===== src/rtl/rtc_alarm_consts.svh =====
`ifndef RTC_ALARM_CONSTS_SVH
`define RTC_ALARM_CONSTS_SVH
// Operation
// RULE_01: Alarm byte mirrors time byte; MSB enables.
// RULE_02: No year compare in either alarm.
// RULE_03: Enabled fields all equal time: alarm event.
// RULE_04: Any subset of fields may be enabled.
// RULE_05: Writes to protected array locations are dropped.
// RULE_06: Codes 0-3: none, upper quarter, half, all.
// RULE_07: Codes 4-7: first 40h, 80h, 100h, all.
// RULE_08: Alarm irq needs an enable and select 00.
// RULE_09: Pulsed mode pulses pin on every match.
// RULE_10: Select: alarm, 32.768kHz, 4096Hz, 1Hz.
// RULE_11: Clock output selected suppresses alarm interrupt.
// RULE_12: Output select resets to 32.768kHz clock.
// RULE_13: Six-bit cap trim, bit 5 inverted weight.
// RULE_14: Rate trim steps of 10 and 20 ppm.
// RULE_15: Trim sign bit; zero magnitude means none.
// RULE_16: Bus off in backup when bit set.
// RULE_17: Switchover select: standard or legacy criterion.
// RULE_18: Eight read-only bytes hold 64-bit identifier.
// RULE_19: Settings kept in non-volatile storage.
// RULE_20: Host sets write latches before control writes.
// RULE_21: Match sets flag; eighth clock of read clears.
// RULE_22: Single mode holds pin low until flag read.
// RULE_23: Pulsed mode with both enables uses alarm 0.
// RULE_24: Compare once per time update only.
// RULE_25: Alarm with no field enabled never matches.

// ==================================================
// Register offsets
`define F_SEC      3'd0
`define F_MIN      3'd1
`define F_HOUR     3'd2
`define F_DATE     3'd3
`define F_MONTH    3'd4
`define F_YEAR     3'd5
`define F_DOW      3'd6
`define F_Y2K      3'd7
`define ADDR_BL    6'h10
`define ADDR_INT   6'h11
`define ADDR_ATR   6'h12
`define ADDR_DTR   6'h13
`define ADDR_PWR   6'h14
`define ADDR_ID    3'h4
`define ADDR_SR    6'h3f
// ==================================================
// Field layouts, bit 7 of alarm bytes is the enable
`define FM_SEC     8'hff
`define FM_MIN     8'hff
`define FM_HOUR    8'hbf
`define FM_DATE    8'hbf
`define FM_MONTH   8'h9f
`define FM_DOW     8'h87
`define FM_Y2K     8'h39
`define WM_BL      8'he0
`define WM_INT     8'hf8
`define WM_ATR     8'h3f
`define WM_DTR     8'h07
`define WM_PWR     8'hc0
`define SR_CLR     8'h00
`define SR_WEL     8'h02
`define SR_REG_WRITE_LATCH    8'h06
// ==================================================
// Reset values and timing
`define RST_INT    8'h08
`define RST_PWR    8'h40
`define RST_Y2K    8'h20
`define CAP_BASE   7'd18
`define TRIM_10    7'd10
`define TRIM_20    7'd20
`define LOCK_QTR   9'h180
`define LOCK_HALF  9'h100
`define LOCK_P4    9'h03f
`define LOCK_P8    9'h07f
`define LOCK_P16   9'h0ff
`define DIV_4K     2
`define DIV_1HZ    14
`define SR_FALLS   4'd7
`define IRQ_PULSE_US 1000
`define CORE_CLK_NS  100
`define IRQ_PULSE_CYC ((`IRQ_PULSE_US * 1000) / `CORE_CLK_NS)
`endif


===== src/rtl/rtc_alarm_pkg.sv =====
package rtc_alarm_pkg;
  typedef enum logic [1:0] {
    pin_alarm,
    pin_32k,
    pin_4k,
    pin_1hz
  } pin_mode_type;
endpackage


===== src/rtl/rtc_alarm_ctrl.sv =====
`timescale 1ns/10ps
`include "rtc_alarm_consts.svh"

module rtc_alarm_ctrl #(
  parameter int unsigned  IRQ_PULSE_CYCLES = `IRQ_PULSE_CYC,
  // Identifier default is arbitrary
  parameter logic [63:0]  FACTORY_ID       = 64'h0123_4567_89ab_cdef
) (
  input  wire logic        core_clk,
  input  wire logic        rstn,
  input  wire logic [5:0]  reg_addr,
  input  wire logic [7:0]  reg_wdata,
  input  wire logic        reg_wr,
  input  wire logic        xfer_stop,
  output logic      [7:0]  reg_rdata,
  input  wire logic        sr_read_active,
  input  wire logic        scl_in,
  input  wire logic        on_battery_in,
  input  wire logic        osc_in,
  input  wire logic        time_update,
  input  wire logic [7:0]  tod_sec,
  input  wire logic [7:0]  tod_min,
  input  wire logic [7:0]  tod_hour,
  input  wire logic [7:0]  tod_date,
  input  wire logic [7:0]  tod_month,
  input  wire logic [7:0]  tod_dow,
  input  wire logic        array_wr_req,
  input  wire logic [8:0]  array_wr_addr,
  output logic             array_wr_grant,
  input  wire logic        irq_pin_i,
  output logic             irq_pin_o,
  output logic             irq_pin_oe_n,
  output logic      [6:0]  cap_trim_half_pf,
  output logic      [6:0]  rate_trim_ppm,
  output logic             serial_bus_en,
  output logic             switchover_select,
  output logic             nv_commit
);

  localparam int PW = $clog2(IRQ_PULSE_CYCLES + 1);

  if (IRQ_PULSE_CYCLES < 1) begin : g_bad_pulse
    $error("IRQ_PULSE_CYCLES must be at least one");
  end

  // ==================================================
  // Decode helpers
  function automatic logic [7:0] field_mask(input logic [2:0] f);
    logic [7:0] m;
    m = 8'h00;
    unique case (f)
      `F_SEC:   m = `FM_SEC;
      `F_MIN:   m = `FM_MIN;
      `F_HOUR:  m = `FM_HOUR;
      `F_DATE:  m = `FM_DATE;
      `F_MONTH: m = `FM_MONTH;
      `F_YEAR:  m = 8'h00;
      `F_DOW:   m = `FM_DOW;
      `F_Y2K:   m = `FM_Y2K;
    endcase
    return m;
  endfunction

  // Disabled field always counts as a hit
  function automatic logic field_hit(input logic [7:0] a,
                                     input logic [7:0] t,
                                     input logic [2:0] f);
    return !a[7] || (((a ^ t) & field_mask(f) & 8'h7f) == 8'h00);
  endfunction

  function automatic logic is_locked(input logic [2:0] code,
                                     input logic [8:0] addr);
    logic l;
    l = 1'b0;
    unique case (code)
      3'd0: l = 1'b0;                     // RULE_06
      3'd1: l = addr >= `LOCK_QTR;        // RULE_06
      3'd2: l = addr >= `LOCK_HALF;       // RULE_06
      3'd3: l = 1'b1;                     // RULE_06
      3'd4: l = addr <= `LOCK_P4;         // RULE_07
      3'd5: l = addr <= `LOCK_P8;         // RULE_07
      3'd6: l = addr <= `LOCK_P16;        // RULE_07
      3'd7: l = 1'b1;                     // RULE_07
    endcase
    return l;
  endfunction

  // ==================================================
  // Synchronisers for pins
  logic        scl_meta;
  logic        scl_sync;
  logic        scl_prev;
  logic        bat_meta;
  logic        bat_sync;
  logic        osc_meta;
  logic        osc_sync;
  logic        osc_prev;

  always_ff @(posedge core_clk)
  begin
    scl_meta <= scl_in;
    scl_sync <= scl_meta;
    bat_meta <= on_battery_in;
    bat_sync <= bat_meta;
    osc_meta <= osc_in;
    osc_sync <= osc_meta;
    if (!rstn)
    begin
      scl_prev <= 1'b1;
      osc_prev <= 1'b0;
    end
    else
    begin
      scl_prev <= scl_sync;
      osc_prev <= osc_sync;
    end
  end

  wire scl_fall = scl_prev & ~scl_sync;
  wire osc_rise = osc_sync & ~osc_prev;

  // ==================================================
  // Register storage
  logic [7:0]  alarm_mem [0:15];
  logic [7:0]  lock_cfg;
  logic [7:0]  int_cfg;
  logic [7:0]  atr_cfg;
  logic [7:0]  dtr_cfg;
  logic [7:0]  pwr_cfg;
  logic        write_latch;
  logic        reg_write_latch;
  logic        ccr_written;
  logic [1:0]  alarm_flag;

  // Control writes only land with both latches set
  wire ccr_ok   = reg_wr & reg_write_latch;              // RULE_20
  wire alm_area = reg_addr[5:4] == 2'b00;
  wire ctl_area = reg_addr >= `ADDR_BL && reg_addr <= `ADDR_PWR;
  wire wr_alarm = ccr_ok & alm_area;
  wire wr_ctl   = ccr_ok & ctl_area;
  wire wr_sr    = reg_wr & (reg_addr == `ADDR_SR);
  wire [7:0] alm_wmask = field_mask(reg_addr[2:0]);     // RULE_01

  always_ff @(posedge core_clk)
  begin
    if (!rstn)
    begin
      for (int i = 0; i < 16; i++)
        alarm_mem[i] <= (i[2:0] == `F_Y2K) ? `RST_Y2K : 8'h00;
      lock_cfg <= 8'h00;
      int_cfg  <= `RST_INT;                              // RULE_12
      atr_cfg  <= 8'h00;
      dtr_cfg  <= 8'h00;
      pwr_cfg  <= `RST_PWR;
    end
    else
    begin
      // Year bytes have no storage; mask is zero there
      if (wr_alarm)
        alarm_mem[reg_addr[3:0]] <= reg_wdata & alm_wmask; // RULE_02
      if (wr_ctl && reg_addr == `ADDR_BL)
        lock_cfg <= reg_wdata & `WM_BL;
      if (wr_ctl && reg_addr == `ADDR_INT)
        int_cfg <= reg_wdata & `WM_INT;
      if (wr_ctl && reg_addr == `ADDR_ATR)
        atr_cfg <= reg_wdata & `WM_ATR;
      if (wr_ctl && reg_addr == `ADDR_DTR)
        dtr_cfg <= reg_wdata & `WM_DTR;
      if (wr_ctl && reg_addr == `ADDR_PWR)
        pwr_cfg <= reg_wdata & `WM_PWR;
    end
  end

  // ==================================================
  // Write latches; register latch drops at end of write
  always_ff @(posedge core_clk)
  begin
    if (!rstn)
    begin
      write_latch     <= 1'b0;
      reg_write_latch <= 1'b0;
      ccr_written     <= 1'b0;
    end
    else
    begin
      if (wr_sr && reg_wdata == `SR_CLR)
      begin
        write_latch     <= 1'b0;
        reg_write_latch <= 1'b0;
      end
      else if (wr_sr && reg_wdata == `SR_WEL)
        write_latch <= 1'b1;
      else if (wr_sr && reg_wdata == `SR_REG_WRITE_LATCH && write_latch)
        reg_write_latch <= 1'b1;                         // RULE_20
      if (xfer_stop && ccr_written)
        reg_write_latch <= 1'b0;
      ccr_written <= xfer_stop ? 1'b0 : (ccr_written | wr_alarm | wr_ctl);
    end
  end

  // ==================================================
  // Alarm compare
  logic [1:0] any_en;
  logic [1:0] match;

  for (genvar k = 0; k < 2; k++) begin : g_alm
    localparam int B = k * 8;
    // Year byte left out of both lists
    assign any_en[k] = alarm_mem[B + 0][7] | alarm_mem[B + 1][7] |
                       alarm_mem[B + 2][7] | alarm_mem[B + 3][7] |
                       alarm_mem[B + 4][7] | alarm_mem[B + 6][7]; // RULE_02
    assign match[k] = any_en[k] &                              // RULE_25
      field_hit(alarm_mem[B + 0], tod_sec,   `F_SEC)   &        // RULE_04
      field_hit(alarm_mem[B + 1], tod_min,   `F_MIN)   &
      field_hit(alarm_mem[B + 2], tod_hour,  `F_HOUR)  &
      field_hit(alarm_mem[B + 3], tod_date,  `F_DATE)  &
      field_hit(alarm_mem[B + 4], tod_month, `F_MONTH) &
      field_hit(alarm_mem[B + 6], tod_dow,   `F_DOW);           // RULE_03
  end

  // Sampled only on the update strobe, so a held match fires once per strobe cycle
  wire [1:0] alarm_ev = {2{time_update}} & match;             // RULE_24

  // ==================================================
  // Status flags, cleared on eighth falling clock of a read
  logic [3:0] fall_cnt;
  wire sr_clear = sr_read_active & scl_fall & (fall_cnt == `SR_FALLS);

  always_ff @(posedge core_clk)
  begin
    if (!rstn)
    begin
      fall_cnt   <= 4'h0;
      alarm_flag <= 2'b00;
    end
    else
    begin
      if (!sr_read_active)
        fall_cnt <= 4'h0;
      else if (scl_fall && fall_cnt <= `SR_FALLS)
        fall_cnt <= fall_cnt + 4'h1;
      // New event wins over a clear in the same cycle
      alarm_flag <= alarm_ev | (alarm_flag & {2{~sr_clear}}); // RULE_21
    end
  end

  // ==================================================
  // Shared pin: alarm interrupt, oscillator or divided clock
  wire pulsed_irq_mode   = int_cfg[7];
  wire alarm1_irq_enable = int_cfg[6];
  wire alarm0_irq_enable = int_cfg[5];
  wire any_irq_en        = alarm0_irq_enable | alarm1_irq_enable;
  rtc_alarm_pkg::pin_mode_type pin_mode;
  assign pin_mode = rtc_alarm_pkg::pin_mode_type'(int_cfg[4:3]); // RULE_10

  logic [14:0]   osc_div;
  logic [PW-1:0] pulse_cnt;

  // Alarm 0 takes priority when both are enabled
  wire pulse_src = alarm0_irq_enable ? alarm_ev[0]
                                     : alarm1_irq_enable & alarm_ev[1]; // RULE_23
  wire pulse_go  = pulsed_irq_mode & (pin_mode == rtc_alarm_pkg::pin_alarm)
                   & pulse_src;                                   // RULE_09
  wire single_low = (alarm_flag[0] & alarm0_irq_enable) |
                    (alarm_flag[1] & alarm1_irq_enable);          // RULE_22
  wire irq_active = any_irq_en &                                  // RULE_08
                    (pulsed_irq_mode ? (pulse_cnt != '0) : single_low);

  // 32k output follows the synchronised oscillator, one core clock (100 ns) late
  logic clk_level;
  always_comb
  begin
    clk_level = 1'b1;
    unique case (pin_mode)
      rtc_alarm_pkg::pin_alarm: clk_level = 1'b1;
      rtc_alarm_pkg::pin_32k:   clk_level = osc_sync;
      rtc_alarm_pkg::pin_4k:    clk_level = osc_div[`DIV_4K];
      rtc_alarm_pkg::pin_1hz:   clk_level = osc_div[`DIV_1HZ];
    endcase
  end

  // Any clock selection masks the interrupt
  wire next_oe_n = (pin_mode == rtc_alarm_pkg::pin_alarm)
                   ? ~irq_active : clk_level;                     // RULE_11

  always_ff @(posedge core_clk)
  begin
    if (!rstn)
    begin
      osc_div      <= 15'h0000;
      pulse_cnt    <= '0;
      irq_pin_o    <= 1'b0;
      irq_pin_oe_n <= 1'b1;
    end
    else
    begin
      if (osc_rise)
        osc_div <= osc_div + 15'h0001;
      if (pulse_go)
        pulse_cnt <= PW'(IRQ_PULSE_CYCLES);                       // RULE_09
      else if (pulse_cnt != '0)
        pulse_cnt <= pulse_cnt - PW'(1);
      irq_pin_o    <= 1'b0;
      irq_pin_oe_n <= next_oe_n;
    end
  end

  // ==================================================
  // Trim, power, array lock and read data
  wire [6:0] trim_mag = (dtr_cfg[1] ? `TRIM_10 : 7'd0) +
                        (dtr_cfg[0] ? `TRIM_20 : 7'd0);           // RULE_14
  wire [6:0] next_ppm = dtr_cfg[2] ? 7'd0 - trim_mag : trim_mag; // RULE_15
  wire [6:0] next_cap = 7'({~atr_cfg[5], atr_cfg[4:0]}) + `CAP_BASE; // RULE_13
  wire wr_locked = is_locked(lock_cfg[7:5], array_wr_addr);

  // Identifier bytes come from a parameter and have no write path
  wire [7:0] id_byte = FACTORY_ID[8 * reg_addr[2:0] +: 8];     // RULE_18
  wire [7:0] sr_byte = {bat_sync, alarm_flag[1], alarm_flag[0], 2'b00,
                        reg_write_latch, write_latch, 1'b0};
  wire [7:0] next_rdata =
    alm_area ? (reg_addr[2:0] == `F_YEAR ? 8'h00
                                         : alarm_mem[reg_addr[3:0]]) :
    reg_addr == `ADDR_BL  ? lock_cfg :
    reg_addr == `ADDR_INT ? int_cfg  :
    reg_addr == `ADDR_ATR ? atr_cfg  :
    reg_addr == `ADDR_DTR ? dtr_cfg  :
    reg_addr == `ADDR_PWR ? pwr_cfg  :
    reg_addr[5:3] == `ADDR_ID ? id_byte :
    reg_addr == `ADDR_SR  ? sr_byte  : 8'h00;

  always_ff @(posedge core_clk)
  begin
    if (!rstn)
    begin
      reg_rdata         <= 8'h00;
      array_wr_grant    <= 1'b0;
      cap_trim_half_pf  <= 7'h00;
      rate_trim_ppm     <= 7'h00;
      serial_bus_en     <= 1'b1;
      switchover_select <= 1'b0;
      nv_commit         <= 1'b0;
    end
    else
    begin
      reg_rdata         <= next_rdata;
      array_wr_grant    <= array_wr_req & ~wr_locked;            // RULE_05
      cap_trim_half_pf  <= next_cap;
      rate_trim_ppm     <= next_ppm;
      serial_bus_en     <= ~(pwr_cfg[7] & bat_sync);             // RULE_16
      switchover_select <= pwr_cfg[6];                           // RULE_17
      nv_commit         <= wr_alarm | wr_ctl;                    // RULE_19
    end
  end
endmodule // rtc_alarm_ctrl


===== config.mk =====
export PLATFORM = sky130hd
export DESIGN_NAME = rtc_alarm_ctrl
export DESIGN_NICKNAME = d
export VERILOG_FILES = /design/src/rtl/rtc_alarm_pkg.sv /design/src/rtl/rtc_alarm_ctrl.sv
export VERILOG_INCLUDE_DIRS = /design/src /design/src/rtl
export SDC_FILE = /design/constraint.sdc
export NUM_CORES = 1
export LEC_CHECK = 0
export BUFFER_PORTS_ARGS = -buffer_cell sky130_fd_sc_hd__buf_4
export CAP_MARGIN = 10
export CORE_AREA = 2 2 164 166
export CTS_BUF_LIST = sky130_fd_sc_hd__clkbuf_4
export CTS_CLUSTER_DIAMETER = 80
export DETAILED_ROUTE_END_ITERATION = 16
export DIE_AREA = 0 0 166 168
export SYNTH_ARGS = -nofsm -noshare
export SYNTH_HDL_FRONTEND = slang
export SYNTH_SLANG_ARGS = --single-unit
export TNS_END_PERCENT = 50

===== constraint.sdc =====
create_clock -name core_clk -period 3.89 [get_ports core_clk]
set_input_delay 0.389 -clock core_clk [delete_from_list [all_inputs] [get_ports core_clk]]
set_output_delay 0.389 -clock core_clk [all_outputs]
set_load 0.02 [all_outputs]

# Word-level counts from Yosys, hierarchy flattened
# Memories as Yosys holds them, arrays and structs flattened.
# Cells that the tools add are included.
[totals]
output_inout_bits = 28
mem_count = 2
in_bits = 82
wordCells = 223
ff_bits = 92
ram_bits = 128
mem_bits_ro = 64
[op_classes]
bitwise_logic = 68
order_cmp = 8
add_sub_neg = 6
eq_ne = 21
muxes = 26
reduce_logical = 62
shift = 1
[mem_list]
columns = ["name", "depth", "width", "read_ports", "rd_clocked_by_memory_dff", "wr", "line_no", "rtl"]
rows = [
  ["alarm_mem", 16, 8, 13, 0, 16, "rtc_alarm_ctrl.sv:124", "logic [7:0] alarm_mem [0:15];"],
  ["(name not given)", 8, 8, 1, 0, 0, "rtc_alarm_ctrl.sv:51", "unique case (f)"],
]
[op_table]
columns = ["op", "n"]
rows = [
  ["8-bit zero test", 13],
  ["8-bit two-way mux", 10],
  ["64-bit by 7-bit variable part select with 8-bit output (first input constant)", 1],
  ["6-bit by 5-bit == test with 1-bit output (second input constant)", 5],
  ["1-bit AND", 28],
  ["14-bit two-way mux", 2],
  ["7-bit bitwise XOR", 4],
  ["6-bit bitwise XOR", 4],
  ["3-bit == test (second input constant)", 6],
  ["9-bit greater-or-equal comparator (second input constant)", 2],
  ["15-bit by 1-bit adder with 15-bit output (second input constant)", 1],
  ["1-bit OR", 15],
  ["14-bit nonzero test", 1],
  ["14-bit by 1-bit subtractor with 14-bit output (second input constant)", 1],
  ["1-bit logical AND", 12],
  ["1-bit zero test", 12],
  ["1-bit logical OR", 12],
  ["5-bit bitwise XOR", 2],
  ["9-bit by 6-bit less-or-equal comparator with 1-bit output (second input constant)", 1],
  ["9-bit by 7-bit less-or-equal comparator with 1-bit output (second input constant)", 1],
  ["9-bit by 8-bit less-or-equal comparator with 1-bit output (second input constant)", 1],
  ["1-bit NOT", 9],
  ["8-bit AND", 1],
  ["8-bit by 2-bit == test with 1-bit output (second input constant)", 1],
  ["other kinds (30)", 47],
]

# Logic depth before layout (Yosys ltp)
# Gate-level depths: netlist of the first run.
# An unclocked memory read counts as a cell.
[depth]
depth_word = 17
mapped_depth = 12
ltp_nobuf = 8

# Least setup slack after synthesis of the first run
# Ideal clock, no wire load.
[synth_timing]
kind = "input to register"
startpoint = "input reg_addr[0]"
endpoint = "memory alarm_mem[0][1] (data pin)"
slack_ps = 855
t_required_ps = 3625
cell_stages = 10
arrival_ps = 2770
setup_time_ps = 265
path_buffers = 5
path_cell_list = "clkbuf_1 buf_1 clkbuf_1 inv_1 ha_1 clkbuf_1 or3_1 nand2_1 clkbuf_1 nor2_1"
[synth_rtl]
columns = ["item", "line_no", "rtl"]
rows = [
  ["start, declared", "rtc_alarm_ctrl.sv:11", "input wire logic [5:0] reg_addr,"],
  ["end, declared", "rtc_alarm_ctrl.sv:124", ""],
]

==> results.py, run 1 <==
metrics = {
    "synth": {
        "ys.warnings.count": 0,
        "ys_ff_latch": 218,
        "ys.flop_type": "edfxtp_1",
        "yosys.area.top_type": "edfxtp_1",
        "synth_mux_area_share_pct": 9.790,
        "netlist-cell-type-count": 59,
        "async_flop_share_pct": 0,
        "postSynthCellCount": 922,
        "yosysMostFrequentCell": "nor2_1",
        "synth_simple_gate_area_share_pct": 16.48,
        "ys_top_cells_by_area": "edfxtp_1, dfxtp_1, mux4_2",
        "syn_avg_cell_area_sq_um": 11.13,
        "synth_adder_area_share_pct": 1.585,
        "synth_xor_area_share_pct": 8.022,
        "synth_compound_gate_area_share_pct": 6.547,
        "syn_area_sq_mm": 0.01026,
        "synth_top_family_by_area": "simple AND/OR/NAND/NOR gates",
        "synth_top_area_share_pct": 37.45,
        "synth_seq_area_share_pct": 55.01,
        "synth-edff-count": 128,
        "ys_top_cells_by_count": "nor2_1, edfxtp_1, dfxtp_1, nand2_1, xnor2_1",
    },
    "die": {
        "rows": 60,
        "initial_core_util_pct": 38.95,
        "dieWidth_um": 166,
        "dieArea_sq_mm": 0.02789,
        "fp.dieH_um": 168,
        "io_pins": 110,
        "core_area_sq_mm": 0.02635,
    },
    "sta": {
        "finalCritPeriodShare_pct": 66.44,
        "layout_setup_ws_ns": 1.306,
        "setup_violations": 0,
        "fmax_mhz": 386.9,
        "tightestPinTransition_ns": 0.9630,
        "maxSlewViolCount": 0,
        "rsz0062_at_grt": "no",
        "fin_crit_ns": 2.584,
        "relSlewSlack_pct": 35.64,
        "tns_ns": 0,
        "skew_ns": 0.06256,
        "hold_viol": 0,
    },
    "critical_path": {
        "slowest_delay_ns": 0.49,
        "crit_top_cell": "nand2_1",
        "worstPathRequired_ns": 4.26,
        "cp_slowest_cell": "dfxtp_1",
        "cp_max_fo": 9,
        "path_class": "reg -> reg",
        "worstSetupStartpointType": "flip-flop",
        "critical_path_arrival_ns": 2.95,
        "r2r_slack_ns": 1.31,
        "crit_chain": "nand3_1 -> nor3_1 -> and2_0 -> nand2_1 -> nand2_1",
        "endpoint_kind": "flip-flop",
    },
    "layout": {
        "fin_nets": 1156,
        "drive_gt1_share_pct": 21.91,
        "utilization_pct": 46.33,
        "n_fill_cell": 2482,
        "area_growth_pct": 18.96,
    },
    "routing": {
        "drt_iter0_drc": 633,
        "wire_per_inst_um": 19.52,
        "viasPerCell": 5.357,
        "drcViolationCount": 0,
        "ant_nets": 0,
        "firstDrtPassIters": 5,
        "vias": 7779,
        "postRouteWirelength_um": 28350,
    },
    "clock_network": {
        "h-tree-depth": 2,
        "clk_latency_ns": 0.72,
        "tritoncts.num_buffers": 59,
        "cts_tree": "built",
        "cts.sinks": 218,
        "path_clk_slew_ns": 0.06,
        "cts_root_buffer": "clkbuf_4",
        "cts.path.max_buffers": 3,
        "cts_resized": 0,
    },
    "status": {
        "run_status": "finished clean",
    },
    "global_routing": {
        "grt_max_degree": 38,
        "met3_usage_pct": 4.419,
        "use_met1_pct": 27.07,
        "grt_overflow_total": 0,
        "busiest_layer": "met2",
        "use_met2_pct": 32.00,
        "grt_pass1_wl_um": 43220,
        "antenna_found_initial": 2,
        "grtUsageTotal_pct": 20.12,
        "grt_pass1_vias": 7655,
    },
    "power": {
        "switchingPower_mw": 1.499,
        "p_leak_nw": 4.471,
        "irDropWorstVdd_mv": 0.2051,
        "sw_frac_of_total_pct": 27.57,
        "pwr-share-comb_pct": 14.5,
        "clockPowerShare_pct": 37.0,
        "seq_power_share_pct": 48.5,
        "power.density_mw_per_mm2": 445.5,
        "p_int_mw": 3.939,
        "power_mw": 5.438,
    },
    "job": {
        "drv_cap": 0,
    },
    "placement": {
        "port_buffers": 86,
        "place_ws_ns": 1.006,
        "dp_hpwl_um": 20040,
        "gp_congestion": 0.8668,
    },
    "hold_path": {
        "worstHoldPathType": "in -> reg",
    },
}
[layout make-up]
class	instances	area, sq um	area share, %
Sequential cell	218	5645	46.24
Tap cell	341	426.7	3.495
Multi-Input combinational cell	648	4405	36.09
Timing Repair Buffer	117	910.9	7.461
Clock inverter	29	150.1	1.230
Inverter	17	63.81	0.5227
Clock buffer	80	600.6	4.920
Antenna cell	2	5.005	0.04100
[power groups by stage]
stage,Combinational [mW],Sequential [mW],Clock [mW]
6_report,0.791,2.64,2.01
5_1_grt,0.861,2.65,2.18
4_1_cts,0.790,2.64,2.06
3_5_place_dp,0.776,2.68,0
3_3_place_gp,0.771,2.68,0
2_1_floorplan,0.549,2.67,0
[flip-flops by register name, summed over array words and instances, names as in the netlist, 4 cells and up]
name and flops:
pulse_cnt 14, fall_cnt 4, cap_trim_half_pf 7, reg_rdata 8
alarm_mem 128, rate_trim_ppm 5, atr_cfg 6, int_cfg 5
osc_div 15
[worst max-delay path: cells and delay by family (launching register included)]
kind / cells / cell delay (ns)
flops: 1 / 0.49
simple gates: 5 / 1.80
[placed cells by master (no fill, tap or decap), types with 22 or more instances in the layout]
cell      netlist  final
nand3_1        38     38
dfxtp_1        90     90
a21oi_1        40     40
xor2_1         37     37
nor2_1        170    170
clkinv_1        1     22
edfxtp_1      128    128
mux4_2         40     40
nand2_1        84     84
clkbuf_4        0     80
xnor2_1        57     57
buf_4           3    104
[per-stage QoR]
stage               hold slack, ns  cell area, sq um  instances
floorplan                   0.3096             10300        931
global placement            0.3126             11320       1328
detailed placement          0.3132             11320       1328
CTS                       0.004081             12200       1450
global route               0.01745             12210       1451
finish                     0.05390             12210       1452
[final timing paths]
| check | startpoint | endpoint | cells past startpoint |
|---|---|---|---|
| max reg2reg | reg_write_latch | alarm_mem[2][2] | 5 |
| min reg2reg | bat_meta | bat_sync | 0 |
| max | reg_write_latch | alarm_mem[2][2] | 5 |
| min | reg_wdata[1] | atr_cfg[1] | 3 |
[metal layers]
| layer | vias up | share of wire, % |
|---|---|---|
| met1 | 3722 | 42 |
| li1 | 3627 | - |
| met3 | 54 | 9.2 |
| met5 | - | 0 |
| met4 | 0 | 2.7 |
| met2 | 376 | 46 |
[cells by family after synthesis]
group,Yosys count
compound gates,104
xor+xnor,94
fa+ha+maj,13
buf+inv,65
flops,218
mux,50
other cells,1
simple gates,377
[repair_timing]
item | CTS | global route
setup buffers | 0 | 0
hold buffers | 13 | 0
endpoints found under the hold margin | 24 | 0
Note: power is estimated with default switching activity, not from simulation.
==> run 2: changes to the inputs <==
==> constraint.sdc (replaced) <==
create_clock -name core_clk -period 2.7 [get_ports core_clk]
set_input_delay 0.27 -clock core_clk [delete_from_list [all_inputs] [get_ports core_clk]]
set_output_delay 0.27 -clock core_clk [all_outputs]
set_load 0.02 [all_outputs]
==> run 2 against run 1 <==
  * Setup slack worse by 1.0 ns
  * Clock power increased by 41%
  * First-iteration DRC count increased by 8.1%
  * Sequential share of layout area shrank 0.62 points
  * Cell area is 1.4% higher
  * Flip-flop and latch count unchanged
  * Combinational power increased by 48%
  * Via count grew 1.5%
  * Sequential power is 44% higher
  * Global-route usage is 1.1 points higher
  * Count of clock-buffer cells in the layout down 5
==> results.py, run 2 (same netlist as run 1, synthesis figures left out) <==
metrics = {
    "routing": {
        "vias": 7899,
        "ant_nets": 0,
        "drt_iter0_drc": 684,
        "firstDrtPassIters": 5,
        "wl_met2_um": 13820,
        "drcViolationCount": 0,
        "top_layer": "met4",
        "drt-met1-wl_um": 12290,
        "viasPerCell": 5.366,
        "postRouteWirelength_um": 29600,
        "wl_met3_um": 2714,
        "wire_per_inst_um": 20.11,
    },
    "power": {
        "p_leak_nw": 4.576,
        "irDropWorstVdd_mv": 0.3330,
        "power.density_mw_per_mm2": 630.5,
    },
    "global_routing": {
        "grtUsageTotal_pct": 21.23,
        "grt_pass1_vias": 7934,
        "grt_overflow_total": 0,
        "antenna_found_initial": 1,
        "grt_max_degree": 38,
        "grt_pass1_wl_um": 45840,
    },
    "clock_network": {
        "cts.sinks": 218,
        "path_clk_slew_ns": 0.06,
        "clk_latency_ns": 0.72,
        "cts_tree": "built",
        "h-tree-depth": 2,
        "cts_setup_buffers": 0,
        "cts.path.max_buffers": 3,
        "tritoncts.num_buffers": 58,
        "cts_root_buffer": "clkbuf_4",
    },
    "sta": {
        "relSlewSlack_pct": 58.39,
        "fmax_mhz": 414.0,
        "layout_setup_ws_ns": 0.2843,
        "finalCritPeriodShare_pct": 89.47,
        "rsz0062_at_grt": "no",
        "fin_crit_ns": 2.416,
        "hold-worst-slack_ns": 0.03996,
        "tns_ns": 0,
        "tightestPinTransition_ns": 0.6228,
        "setup_violations": 0,
        "maxSlewViolCount": 0,
        "hold_viol": 0,
        "skew_ns": 0.05132,
    },
    "critical_path": {
        "worstSetupStartpointType": "flip-flop",
        "cp_max_fo": 5,
        "worstPathRequired_ns": 3.34,
        "critical_path_arrival_ns": 3.05,
        "endpoint_kind": "flip-flop",
        "path_class": "reg -> reg",
    },
    "hold_path": {
        "worstHoldPathType": "in -> reg",
    },
    "layout": {
        "largest_reg_flops": 128,
        "final_cell_mix": "nor2_1, edfxtp_1, buf_4, dfxtp_1, nand2_1",
        "area_growth_pct": 20.58,
        "largestRegisters": "alarm_mem x128, osc_div x15, pulse_cnt x14",
        "largest_register": "alarm_mem",
        "layout_commonest_cell": "nor2_1",
        "drive_gt1_share_pct": 22.57,
        "n_fill_cell": 2498,
        "fin_nets": 1180,
    },
    "die": {
        "rows": 60,
        "io_pins": 110,
        "initial_core_util_pct": 38.95,
        "dieWidth_um": 166,
        "fp.dieH_um": 168,
        "core_area_sq_mm": 0.02635,
        "dieArea_sq_mm": 0.02789,
    },
    "placement": {
        "gp_congestion": 0.9036,
        "port_buffers": 86,
        "place_ws_ns": 0.2396,
        "dp_hpwl_um": 20850,
    },
    "job": {
        "drv_cap": 0,
    },
    "status": {
        "run_status": "finished clean",
    },
}
## run 2: changes by cell type in the layout (fill, tap and decap cells not counted)
cell,before,now
nor4_1,3,4
clkinv_1,22,23
inv_6,0,1
buf_4,104,122
nor4_2,1,0
dlygate4sd3_1,13,20
diode_2,2,1
clkbuf_4,80,75
clkinv_2,5,4
## run 2: metal layers
metal / vias to the layer above / GRT usage [%]
li1: 3665 / -
met1: 3796 / 27.93
met2: 376 / 34.75
met3: 62 / 5.054
met4: 0 / 6.994
met5: - / 0
## run 2: timing repair
action | in CTS | in global routing
gates resized for setup | 0 | 0
hold buffers | 20 | 0
endpoints found under the hold margin | 31 | 0
## run 2: worst paths after layout
check | startpoint | endpoint | slack [ns] | cells past startpoint
max | pulse_cnt[5] | irq_pin_oe_n | 0.28 | 6
min | reg_addr[5] | nv_commit | 0.04 | 4
max reg2reg | pulse_cnt[5] | irq_pin_oe_n | 0.28 | 6
min reg2reg | scl_meta | scl_sync | 0.33 | 0
## run 2: layout make-up
type	count	area, sq um	share of cell area [%]
Clock buffer	75	563.0	4.550
Tap cell	341	426.7	3.448
Antenna cell	1	2.502	0.02022
Inverter	17	63.81	0.5157
Sequential cell	218	5645	45.62
Timing Repair Buffer	142	1116	9.019
Clock inverter	30	157.7	1.274
Multi-Input combinational cell	648	4399	35.55
## run 2: worst max-delay path, cell delays in order, from the launching register on
cell and delay (ns):
dfxtp_1 0.34, or4_4 0.57, or4b_4 0.53, or4_1 0.53, inv_2 0.09, a221oi_2 0.07
o31ai_2 0.21
## run 2: per-stage QoR
step / std cells / instance area, sq um / util [%] / power, mW
after floorplan: 931 / 10300 / - / 4.633
after global placement: 1346 / 11450 / 43.46 / 4.991
after detailed placement: 1346 / 11450 / 43.46 / 5.012
after CTS: 1471 / 12370 / 46.95 / 7.860
after global routing: 1472 / 12370 / 46.96 / 8.176
final: 1472 / 12370 / 46.96 / 7.802
## run 2: power breakdown
part,leakage (nW),switching (mW),internal [mW]
Sequential,2.04,0.129,3.68
Combinational,2.11,0.635,0.533
Clock,0.418,1.42,1.41
